[src/acs_pkg.sv]
package acs_pkg;
    localparam int ACS_W = 24;
    localparam int CLK_MHZ = 200;

    // calibration mode codes in the three-bit mode field
    localparam logic [2:0] ACS_MODE_NONE = 3'h0;
    localparam logic [2:0] ACS_MODE_SELF = 3'h1;
    localparam logic [2:0] ACS_MODE_SYS_ZERO = 3'h2;
    localparam logic [2:0] ACS_MODE_SYS_FULL = 3'h3;
    localparam logic [2:0] ACS_MODE_SYS_OFFS = 3'h4;
    localparam logic [2:0] ACS_MODE_BACKGND = 3'h5;

    // control word layout
    localparam int CTRL_MODE_POS = 21;
    localparam int CTRL_BIPOLAR_POS = 20;
    localparam logic [ACS_W-1:0] CTRL_RESET = 24'h00_0000;
    localparam logic [ACS_W-1:0] OFFS_RESET = 24'h00_0000;
    localparam logic [ACS_W-1:0] GAIN_RESET = 24'h80_0000;

    // word addresses on the host port
    localparam logic [1:0] ACS_ADDR_CTRL = 2'h0;
    localparam logic [1:0] ACS_ADDR_DATA = 2'h1;
    localparam logic [1:0] ACS_ADDR_OFFS = 2'h2;
    localparam logic [1:0] ACS_ADDR_GAIN = 2'h3;

    // durations in output periods
    localparam logic [3:0] SELF_PERIODS = 4'h9;
    localparam logic [3:0] SYS_PERIODS = 4'h4;
    localparam logic [3:0] BG_PERIODS = 4'h6;

    // serial clock half period when this end makes the clock
    localparam int SCLK_HALF_NS = 50;
    localparam int SCLK_HALF_CYC = (SCLK_HALF_NS * CLK_MHZ + 999) / 1000;
    localparam logic [4:0] XFER_BITS = 5'h18;

    typedef enum logic [1:0] {
        ACS_SRC_ANALOG,
        ACS_SRC_SHORT,
        ACS_SRC_REF
    } acs_src_type;

    typedef struct packed {
        logic [ACS_W-1:0] offset;
        logic [ACS_W-1:0] gain;
    } acs_coef_type;

    typedef struct packed {
        logic write;
        logic [1:0] addr;
        logic [ACS_W-1:0] wdata;
    } acs_xfer_type;
endpackage

[src/acs_sequencer.sv]
`timescale 1ns/10ps
// How it works
// [RULE1] mode code 1,0,0 starts system offset calibration
// [RULE2] offset from analog input, gain from span
// [RULE3] offset calibration single step, then ready low
// [RULE4] unipolar endpoints, bipolar midscale to full scale
// [RULE5] background interleaves shorted and reference conversions
// [RULE6] mode code 1,0,1 enters background calibration
// [RULE7] background output rate divided by six
// [RULE8] background keeps updating coefficients without commands
// [RULE9] background holds until mode field changes
// [RULE10] host discards first background result
// [RULE11] background output settled by second update
// [RULE12] nine, four per step, six periods
// [RULE13] reset loads control register default
// [RULE14] host should calibrate after power-up
// [RULE15] reads from data, control, calibration words
// [RULE16] writes only control and calibration words
// [RULE17] serial clock made here or by host
// [RULE18] self 0,0,1; system 0,1,0 then 0,1,1
// [RULE19] calibrations end with ready line low
// [RULE20] host ignores ready briefly after command
// [RULE21] every calibration command resets the filter
// [RULE22] other codes keep coefficients, normal rate
module acs_sequencer
    import acs_pkg::*;
#(
    parameter int W = ACS_W,
    parameter logic [15:0] SCLK_DIV = 16'(SCLK_HALF_CYC)
) (
    input wire logic clk,
    input wire logic srst,
    input wire logic conv_valid,
    input wire logic [W-1:0] conv_result,
    input wire logic xfer_start,
    input wire acs_xfer_type xfer_req,
    input wire logic sclk_master,
    input wire logic sclk_in,
    output acs_src_type mux_sel_q,
    output logic filter_reset_q,
    output logic data_ready_n_q,
    output logic [W-1:0] out_data_q,
    output logic [W-1:0] xfer_rdata_q,
    output logic xfer_done_q,
    output logic xfer_busy_q,
    output logic sclk_out_q,
    output logic sclk_oe_n_q
);
    typedef enum logic [1:0] {ST_NORMAL, ST_CAL, ST_BG} acs_state_type;

    acs_state_type state_q, state_d;
    acs_src_type src_d;
    logic [2:0] cal_q, cal_d;
    logic [3:0] cnt_q, cnt_d;
    logic [3:0] cnt_inc;
    logic bg_full_q, bg_full_d;
    logic [W-1:0] ctrl_q, ctrl_d;
    acs_coef_type coef_q, coef_d;
    logic [W-1:0] out_d, rdata_d;
    logic rdy_n_d, frst_d, done_d, busy_d;
    acs_xfer_type req_q, req_d;
    logic [4:0] bit_q, bit_d;
    logic [15:0] div_q, div_d;
    logic sclk_d, oe_n_d, sclk_prev_q;
    logic bit_edge, xfer_end, new_word, diag;
    logic [2:0] wmode;
    logic [W-1:0] diff, span;

    assign diff = conv_result - coef_q.offset;
    assign cnt_inc = cnt_q + 4'h1;
    // bipolar calibrates midscale to +full scale, so only half the span is measured
    assign span = ctrl_q[CTRL_BIPOLAR_POS] ? {diff[W-2:0], 1'b0} : diff; // [RULE4]
    assign wmode = req_q.wdata[CTRL_MODE_POS +: 3];

    always_comb begin
        state_d = state_q;
        src_d = mux_sel_q;
        cal_d = cal_q;
        cnt_d = cnt_q;
        bg_full_d = bg_full_q;
        ctrl_d = ctrl_q;
        coef_d = coef_q;
        out_d = out_data_q;
        rdata_d = xfer_rdata_q;
        rdy_n_d = data_ready_n_q;
        frst_d = 1'b0;
        done_d = 1'b0;
        busy_d = xfer_busy_q;
        req_d = req_q;
        bit_d = bit_q;
        div_d = div_q;
        sclk_d = sclk_out_q;
        oe_n_d = ~sclk_master; // [RULE17]
        new_word = 1'b0;
        bit_edge = 1'b0;
        xfer_end = 1'b0;
        diag = 1'b0;

        // conversion sequencing
        unique case (state_q)
            ST_NORMAL: begin
                if (conv_valid) begin
                    new_word = 1'b1; // [RULE22]
                end
            end
            ST_CAL: begin
                if (conv_valid) begin
                    cnt_d = cnt_inc;
                    unique case (cal_q)
                        ACS_MODE_SYS_ZERO: begin
                            if (cnt_inc == 4'h1) begin
                                coef_d.offset = conv_result; // [RULE18]
                            end
                            diag = (cnt_inc == SYS_PERIODS); // [RULE12]
                        end
                        ACS_MODE_SYS_FULL: begin
                            if (cnt_inc == 4'h1) begin
                                coef_d.gain = span; // [RULE18]
                            end
                            diag = (cnt_inc == SYS_PERIODS); // [RULE12]
                        end
                        default: begin
                            // self and system offset: zero point, then reference
                            if (cnt_inc == 4'h1) begin
                                coef_d.offset = conv_result; // [RULE2]
                                src_d = ACS_SRC_REF;
                            end
                            if (cnt_inc == 4'h2) begin
                                coef_d.gain = span; // [RULE2]
                                src_d = ACS_SRC_ANALOG;
                            end
                            diag = (cnt_inc == SELF_PERIODS); // [RULE12]
                        end
                    endcase
                    if (diag) begin
                        state_d = ST_NORMAL; // [RULE3]
                        new_word = 1'b1; // [RULE19]
                    end
                end
            end
            ST_BG: begin
                // one calibration conversion in every six, zero and full scale alternating
                if (conv_valid) begin
                    cnt_d = cnt_inc;
                    if (cnt_inc == 4'h1) begin
                        src_d = ACS_SRC_ANALOG;
                        if (bg_full_q) begin
                            coef_d.gain = span; // [RULE8]
                        end else begin
                            coef_d.offset = conv_result; // [RULE8]
                        end
                    end
                    if (cnt_inc == BG_PERIODS) begin
                        new_word = 1'b1; // [RULE7]
                        cnt_d = 4'h0;
                        bg_full_d = ~bg_full_q;
                        src_d = bg_full_q ? ACS_SRC_SHORT : ACS_SRC_REF; // [RULE5]
                    end
                end
            end
        endcase

        if (new_word) begin
            out_d = diff; // [RULE11]
        end

        // host transfer: 24 serial clocks per word
        if (!xfer_busy_q) begin
            sclk_d = 1'b0;
            if (xfer_start && !(!xfer_req.write && xfer_req.addr == ACS_ADDR_DATA && data_ready_n_q)) begin
                busy_d = 1'b1;
                req_d = xfer_req;
                bit_d = 5'h0;
                div_d = 16'h0;
                unique case (xfer_req.addr)
                    ACS_ADDR_CTRL: rdata_d = ctrl_q; // [RULE15]
                    ACS_ADDR_DATA: rdata_d = out_data_q; // [RULE15]
                    ACS_ADDR_OFFS: rdata_d = coef_q.offset; // [RULE15]
                    ACS_ADDR_GAIN: rdata_d = coef_q.gain; // [RULE15]
                endcase
            end
        end else begin
            if (sclk_master) begin
                div_d = div_q + 16'h1;
                if (div_q == SCLK_DIV - 16'h1) begin
                    div_d = 16'h0;
                    sclk_d = ~sclk_out_q;
                    bit_edge = ~sclk_out_q; // [RULE17]
                end
            end else begin
                bit_edge = sclk_in && !sclk_prev_q; // [RULE17]
            end
            if (bit_edge) begin
                bit_d = bit_q + 5'h1;
                xfer_end = (bit_q == XFER_BITS - 5'h1);
            end
        end

        if (xfer_end) begin
            busy_d = 1'b0;
            done_d = 1'b1;
            if (req_q.write) begin
                unique case (req_q.addr)
                    ACS_ADDR_CTRL: begin
                        ctrl_d = req_q.wdata;
                        cnt_d = 4'h0;
                        bg_full_d = 1'b0;
                        src_d = ACS_SRC_ANALOG;
                        state_d = ST_NORMAL; // [RULE9]
                        if (wmode >= ACS_MODE_SELF && wmode <= ACS_MODE_BACKGND) begin
                            frst_d = 1'b1; // [RULE21]
                            rdy_n_d = 1'b1;
                            // a word landing with the command must not pull ready low
                            new_word = 1'b0; // [RULE19]
                            cal_d = wmode;
                            state_d = (wmode == ACS_MODE_BACKGND) ? ST_BG : ST_CAL; // [RULE1] [RULE6]
                            if (wmode == ACS_MODE_SELF || wmode == ACS_MODE_BACKGND) begin
                                src_d = ACS_SRC_SHORT; // [RULE18] [RULE5]
                            end
                        end
                    end
                    ACS_ADDR_OFFS: coef_d.offset = req_q.wdata; // [RULE16]
                    ACS_ADDR_GAIN: coef_d.gain = req_q.wdata; // [RULE16]
                    default: ; // output word is read only [RULE16]
                endcase
            end else if (req_q.addr == ACS_ADDR_DATA) begin
                rdy_n_d = 1'b1;
            end
        end

        // a word landing as a read finishes still pulls ready low
        if (new_word) begin
            rdy_n_d = 1'b0;
        end
    end

    always_ff @(posedge clk) begin
        if (srst) begin
            state_q <= ST_NORMAL;
            mux_sel_q <= ACS_SRC_ANALOG;
            cal_q <= ACS_MODE_NONE;
            cnt_q <= 4'h0;
            bg_full_q <= 1'b0;
            ctrl_q <= CTRL_RESET; // [RULE13]
            coef_q <= {OFFS_RESET, GAIN_RESET};
            out_data_q <= '0;
            xfer_rdata_q <= '0;
            data_ready_n_q <= 1'b1;
            filter_reset_q <= 1'b0;
            xfer_done_q <= 1'b0;
            xfer_busy_q <= 1'b0;
            req_q <= '0;
            bit_q <= 5'h0;
            div_q <= 16'h0;
            sclk_out_q <= 1'b0;
            sclk_oe_n_q <= 1'b1;
            sclk_prev_q <= 1'b0;
        end else begin
            state_q <= state_d;
            mux_sel_q <= src_d;
            cal_q <= cal_d;
            cnt_q <= cnt_d;
            bg_full_q <= bg_full_d;
            ctrl_q <= ctrl_d;
            coef_q <= coef_d;
            out_data_q <= out_d;
            xfer_rdata_q <= rdata_d;
            data_ready_n_q <= rdy_n_d;
            filter_reset_q <= frst_d;
            xfer_done_q <= done_d;
            xfer_busy_q <= busy_d;
            req_q <= req_d;
            bit_q <= bit_d;
            div_q <= div_d;
            sclk_out_q <= sclk_d;
            sclk_oe_n_q <= oe_n_d;
            sclk_prev_q <= sclk_in;
        end
    end
endmodule // acs_sequencer

[config.mk]
export PLATFORM = sky130hd
export DESIGN_NAME = acs_sequencer
export DESIGN_NICKNAME = d
export VERILOG_FILES = /design/src/acs_pkg.sv /design/src/acs_sequencer.sv
export SDC_FILE = /design/constraint.sdc
export NUM_CORES = 1
export LEC_CHECK = 0
export BUFFER_PORTS_ARGS = -buffer_cell sky130_fd_sc_hd__buf_2
export CORE_UTILIZATION = 40
export DETAILED_ROUTE_END_ITERATION = 10
export GPL_TIMING_DRIVEN = 0
export PLACE_DENSITY_LB_ADDON = 0.12
export SYNTH_ARGS = -nofsm -noshare
export SYNTH_HDL_FRONTEND = slang
export SYNTH_SLANG_ARGS = --single-unit
[constraint.sdc]
create_clock -name clk -period 3.6 [get_ports clk]
set_input_delay 0.18 -clock clk [delete_from_list [all_inputs] [get_ports clk]]
set_output_delay 0.18 -clock clk [all_outputs]
set_load 0.01 [all_outputs]
# ---- Word-level counts from Yosys, hierarchy flattened
# Index checks and enable logic that the tools add are counted.
dict set report totals {
  mem_bits_rw 0
  rom_bits 0
  register_bits 187
  n_memories 0
  latchBits 0
  output_inout_bits 56
  inputBits 57
  wordCells 171
}
dict set report op_classes {
  shift 0
  add_sub_neg 4
  n_lt_le_gt_ge 2
  multipliers 0
  eq_ne 23
  muxes 87
  bitwise 7
  div 0
  reduce_logical 26
}
# cell count
set op_table {}
lappend op_table {{$mux 48} 5}
lappend op_table {{$mux 24} 9}
lappend op_table {{$pmux 24 s4} 1}
lappend op_table {{$pmux 48 s2} 1}
lappend op_table {{$mux 16} 4}
lappend op_table {{$pmux 24 s2} 1}
lappend op_table {{$mux 2} 20}
lappend op_table {{$mux 1} 34}
lappend op_table {{$mux 4} 6}
lappend op_table {{$sub 24x24->24} 1}
lappend op_table {{$add 16x1->16 const B} 1}
lappend op_table {{$eq 16x4->1 const B} 1}
lappend op_table {{$mux 5} 3}
lappend op_table {{$eq 2x2->1 const B} 5}
lappend op_table {{$eq 4x3->1 const B} 2}
lappend op_table {{$pmux 4 s2} 1}
lappend op_table {{$reduce_and 2->1} 4}
lappend op_table {{$reduce_and 4->1} 2}
lappend op_table {{$not 1->1} 7}
lappend op_table {{$eq 2x1->1 const B} 3}
lappend op_table {{$eq 3x2->1 const B} 2}
lappend op_table {{$logic_not 2->1} 3}
lappend op_table {{$ne 3x1->1 const B} 2}
lappend op_table {{$reduce_or 2->1} 3}
lappend op_table {{other kinds (21)} 28}

# ---- Depth between registers and ports, before layout
dict set report logic_depth {
  ltp_word 14
  mapped_depth 13
  depth_no_buf 12
}

# ---- Worst setup path after synthesis
# No wires, ideal clock.
dict set report synth_timing {
  path_kind {register -> register}
  start {register coef_q[24] in the netlist's numbering}
  end {register coef_q[21] in the netlist's numbering}
  synth_period_minus_slack_ns 2.631
  n_path_buf 0
  path_slack_ns 0.969
  path_stages_with_launch 12
  t_arrival_ns 2.506
  setup_time_ns 0.124
  required_ns 3.476
  path_cell_list {dfxtp_1 ha_1 inv_1 fa_1 a21o_1 a311o_1 nand4b_1 nand2_1 o21ai_0 mux2_2 o21ai_0 a21oi_1}
}
dict set report synth_between {
  elab_chain_cells 9
  word_cells_on_any_way 13
  cone_classes {add/sub (1); mux (12)}
}
# item line
set synth_lines {}
lappend synth_lines {{start: declaration} acs_sequencer.sv:58} ;# acs_coef_type coef_q, coef_d;
lappend synth_lines {{start signal: assignment} acs_sequencer.sv:245} ;# coef_q <= {OFFS_RESET, GAIN_RESET};
lappend synth_lines {{start signal: assignment} acs_sequencer.sv:265} ;# coef_q <= coef_d;
lappend synth_lines {{$sub 24x24->24 *} acs_sequencer.sv:69} ;# assign diff = conv_result - coef_q.offset;
lappend synth_lines {{$mux 24 *} acs_sequencer.sv:72} ;# assign span = ctrl_q[CTRL_BIPOLAR_POS] ? {diff[W-2:0], 1'b0} : diff;
lappend synth_lines {{$mux 24 (on tied branches)} {acs_sequencer.sv:128, acs_sequencer.sv:117, acs_sequencer.sv:147}}
lappend synth_lines {{$pmux 24 s2 / $mux 48 (equally long branches)} {acs_sequencer.sv:109, acs_sequencer.sv:145}}
lappend synth_lines {{$mux 48 (on tied branches)} {acs_sequencer.sv:107, acs_sequencer.sv:143}}
lappend synth_lines {{$pmux 48 s2 *} acs_sequencer.sv:100} ;# unique case (state_q)
lappend synth_lines {{$mux 24} acs_sequencer.sv:203} ;# unique case (req_q.addr)
lappend synth_lines {{$mux 48} acs_sequencer.sv:202} ;# if (req_q.write) begin
lappend synth_lines {{$mux 48 *} acs_sequencer.sv:199} ;# if (xfer_end) begin
# Every way passes the cells marked *; elsewhere a longest branch is shown, timed or not.
# A chain may end at the register's enable or synchronous reset.

# ---- Final worst setup path
dict set report layout_timing {
  start {register cnt_q[0]}
  end {register coef_q[13] in the netlist's numbering}
}
dict set report layout_between {
  elab_chain_cells 9
  word_cells_on_any_way 13
  cone_classes {add/sub (1); eq/ne (2); mux (10)}
}
# item line
set layout_lines {}
lappend layout_lines {{start: declaration} acs_sequencer.sv:54} ;# logic [3:0] cnt_q, cnt_d;
lappend layout_lines {{start signal: assignment} acs_sequencer.sv:262} ;# cnt_q <= cnt_d;
lappend layout_lines {{$add 4x1->4 *} acs_sequencer.sv:70} ;# assign cnt_inc = cnt_q + 4'h1;
lappend layout_lines {{$eq 4x2->1 / $eq 4x1->1 (equally long branches)} {acs_sequencer.sv:128, acs_sequencer.sv:117, acs_sequencer.sv:145}}
lappend layout_lines {{$mux 24 (on tied branches)} {acs_sequencer.sv:128, acs_sequencer.sv:117}}
lappend layout_lines {{$pmux 24 s2} acs_sequencer.sv:109} ;# unique case (cal_q)
lappend layout_lines {{$mux 48} acs_sequencer.sv:107} ;# if (conv_valid) begin
lappend layout_lines {{$pmux 48 s2 *} acs_sequencer.sv:100}
lappend layout_lines {{$mux 24} acs_sequencer.sv:203}
lappend layout_lines {{$mux 48} acs_sequencer.sv:202}
lappend layout_lines {{$mux 48 *} acs_sequencer.sv:199}
# Marked as above.

==> reports/metrics.csv <==
metric,value,unit
outcome,"finished, final reports clean",
Post-Route WL,35000,um
Max Slew Vio Count,0,
"EDFF count, synth",0,
Rel. slew slack,0.174,
port buffer count,109,
Ant. Diodes,0,
Sw Share,0.288,
WHS,0.0377,ns
CTS max path bufs,2,
area delta synth->final,17.7,%
Reg power frac,0.463,
Final min period,3.17,ns
Setup Buffers After CTS,0,
maximum VDD drop,0.270,mV
Fin. Hold Viols,0,
synth warn,0,
Hold WC Path Type,input port to flop,
Die W,161,um
r2r setup slk,0.43,ns
cts hold-fix bufs,24,
Iter 0 DRT Violations,719,
Syn Nets,1308,
placed cell count,1652,
largest net degree at the start of global routing,19,
static leakage,4.49,nW
fraction of registers with async set/reset,0,
area of the multi-input gates,5810,um^2
post_cts resized,0,
"Arr. time, crit path",3.52,ns
die footprint,25900,um^2
actual slew at the worst max-slew pin,1.23,ns
clock slew at reported path FFs,0.08,ns
Final Cycle Share,0.882,
final std cells w/o fill,1709,
internal power,0.00333,W
vias in the first global route,9163,
CP endpoint kind,flop,
Yosys cell types,73,
Starting Density,0.411,
CP max FO,10,
first-pass GRT wire length,53700,um
"most common cell after layout, fill and taps aside",nand2_1,
depth of the worst register-to-register path,9,
Residual DRC,0,
FMAX,315,MHz
"commonest cells after routing, fill and taps aside","208 x nand2_1, 187 x dfxtp_1, 138 x a21oi_1",
Post-Syn Area per Cell,8.28,um^2
IO Pins,113,
CTS root buf,clkbuf_16,
post-DP HPWL,25500,um
RSZ-0062 raised after global routing,no,
Max H-tree Level,4,
GRT Resource Usage Total,0.272,
Post-Syn Instances,1219,
Yosys reg bits,187,
reg-to-reg startpoint,cnt_q[0],
max_cap viols,0,
"Seq/Total Area, Yosys",0.371,
Setup-failing EPs final,0,
filler cell count,2452,
routed length per instance,20.5,um
Clock Sink Count,187,
Fin Setup TNS,0,ns
CTS tree,done,
Clock Latency Late Sink,0.44,ns
num rows,57,
RePlAce Congestion,0.912,
TritonCTS Buffers,17,
power share of the clock group,0.416,
remaining global-route overflow,0,
R2R Path End,coef_q[13],
via count,9803,
Gate power share,0.121,
Power Density,393,nW/um^2
post-route ant nets,0,
Sequential Area,3740,um^2
synthesized cell area,10100,um^2
Clock Skew,0.0155,ns
antenna violations before repair,1,
Worst Setup EP,coef_q[13],
CP Launch Type,flop,
drt first pass iters,5,
share of layout cells above drive strength 1,0.168,
Chip Height,161,um
overall power,0.00467,W
worst setup path startpoint,cnt_q[0],
Net Sw Power,0.00134,W
Via density,5.74,
Worst EP required,3.94,ns
kind of critical path,flop to flop,
Synth Flop Type,dfxtp_1,
Core ar.,24500,um^2
Final nets,1461,
area by class of cell:
cell class              count  share of cell area
multi-input cells         902               0.489
clock inverters            14              0.0126
inverters                  43              0.0136
repair buffers            134              0.0670
well taps                 324              0.0341
flip-flops and latches    187               0.315
clock buffers              18              0.0370
plain buffers              87              0.0316
sequential cells by signal (all words and copies together), names as in the netlist, 2 cells and up:
signal / flops
coef_q: 48
xfer_rdata_q: 24
bit_q: 5
mux_sel_q: 2
req_q: 27
cnt_q: 4
ctrl_q: 24
cal_q: 3
state_q: 2
div_q: 16
out_data_q: 24
critical path: stages (launching register included):
cell	delay [ns]
dfxtp_1	0.39
ha_1	0.29
or3_1	0.40
o31ai_4	0.11
nand2_1	0.17
o32ai_1	0.72
and2_1	0.35
buf_2	0.30
a22oi_1	0.11
a211oi_1	0.23
worst min path at each step:
stage / startpoint / endpoint / slack (ns) / cells after the start
5_1_grt: xfer_req[0] / req_q[0] / 0.05 / 3
2_1_floorplan: sclk_in / sclk_prev_q / 0.31 / 1
4_1_cts: xfer_req[23] / req_q[23] / 0.004 / 3
3_5_place_dp: sclk_in / sclk_prev_q / 0.42 / 2
3_3_place_gp: sclk_in / sclk_prev_q / 0.41 / 2
6_report: xfer_start / xfer_busy_q / 0.04 / 3
per-stage QoR:
step	util	worst slack, ns	area (um^2)
global placement	0.450	0.514	11000
global route	0.484	0.206	11900
floorplan	-	0.969	10100
CTS	0.484	0.438	11900
finish	0.484	0.426	11900
detailed placement	0.450	0.475	11000
kinds of logic (layout without fill, tap and decap cells):
family                   Yosys count  count (layout)  share of synthesized area
AND/OR/NAND/NOR                  478             478                      0.218
AO/OA/AOI/OAI                    312             312                      0.211
flip-flops                       187             187                      0.371
buffers and inverters            130             296                     0.0532
multiplexers                      55              55                     0.0854
adder cells (fa/ha/maj)           32              32                     0.0404
XOR/XNOR                          25              25                     0.0217
routing by layer:
layer | track usage | vias up | wire [um]
met5 | 0 | - | 17
met4 | 0.0750 | 2 | 608
met3 | 0.0408 | 35 | 2550
met2 | 0.443 | 342 | 16300
met1 | 0.374 | 4737 | 15600
li1 | - | 4687 | -
synth_stat cells (12+ instances only):
library cell,count,area (um^2)
nand2_1,208,781
dfxtp_1,187,3740
a21oi_1,138,691
nor2_1,106,398
clkbuf_1,59,221
nor3_1,50,250
inv_1,43,161
o21ai_0,41,205
ha_1,31,388
mux4_2,24,541
nand3_1,24,120
mux2i_1,22,220
a221oi_2,21,315
and3_1,18,113
buf_2,18,90.1
a211oi_1,17,128
xnor2_1,17,149
a22oi_1,14,105
nand2b_1,12,75.1
power by group through the flow:
stage	Clock, W	Combinational [W]	Sequential, W
final	0.00194	0.000563	0.00216
after global routing	0.00205	0.000615	0.00217
after CTS	0.00196	0.000559	0.00216
after detailed placement	0	0.000538	0.00221
after global placement	0	0.000535	0.00221
after floorplan	0	0.000322	0.00221
Power figures use the tool's default switching activity.
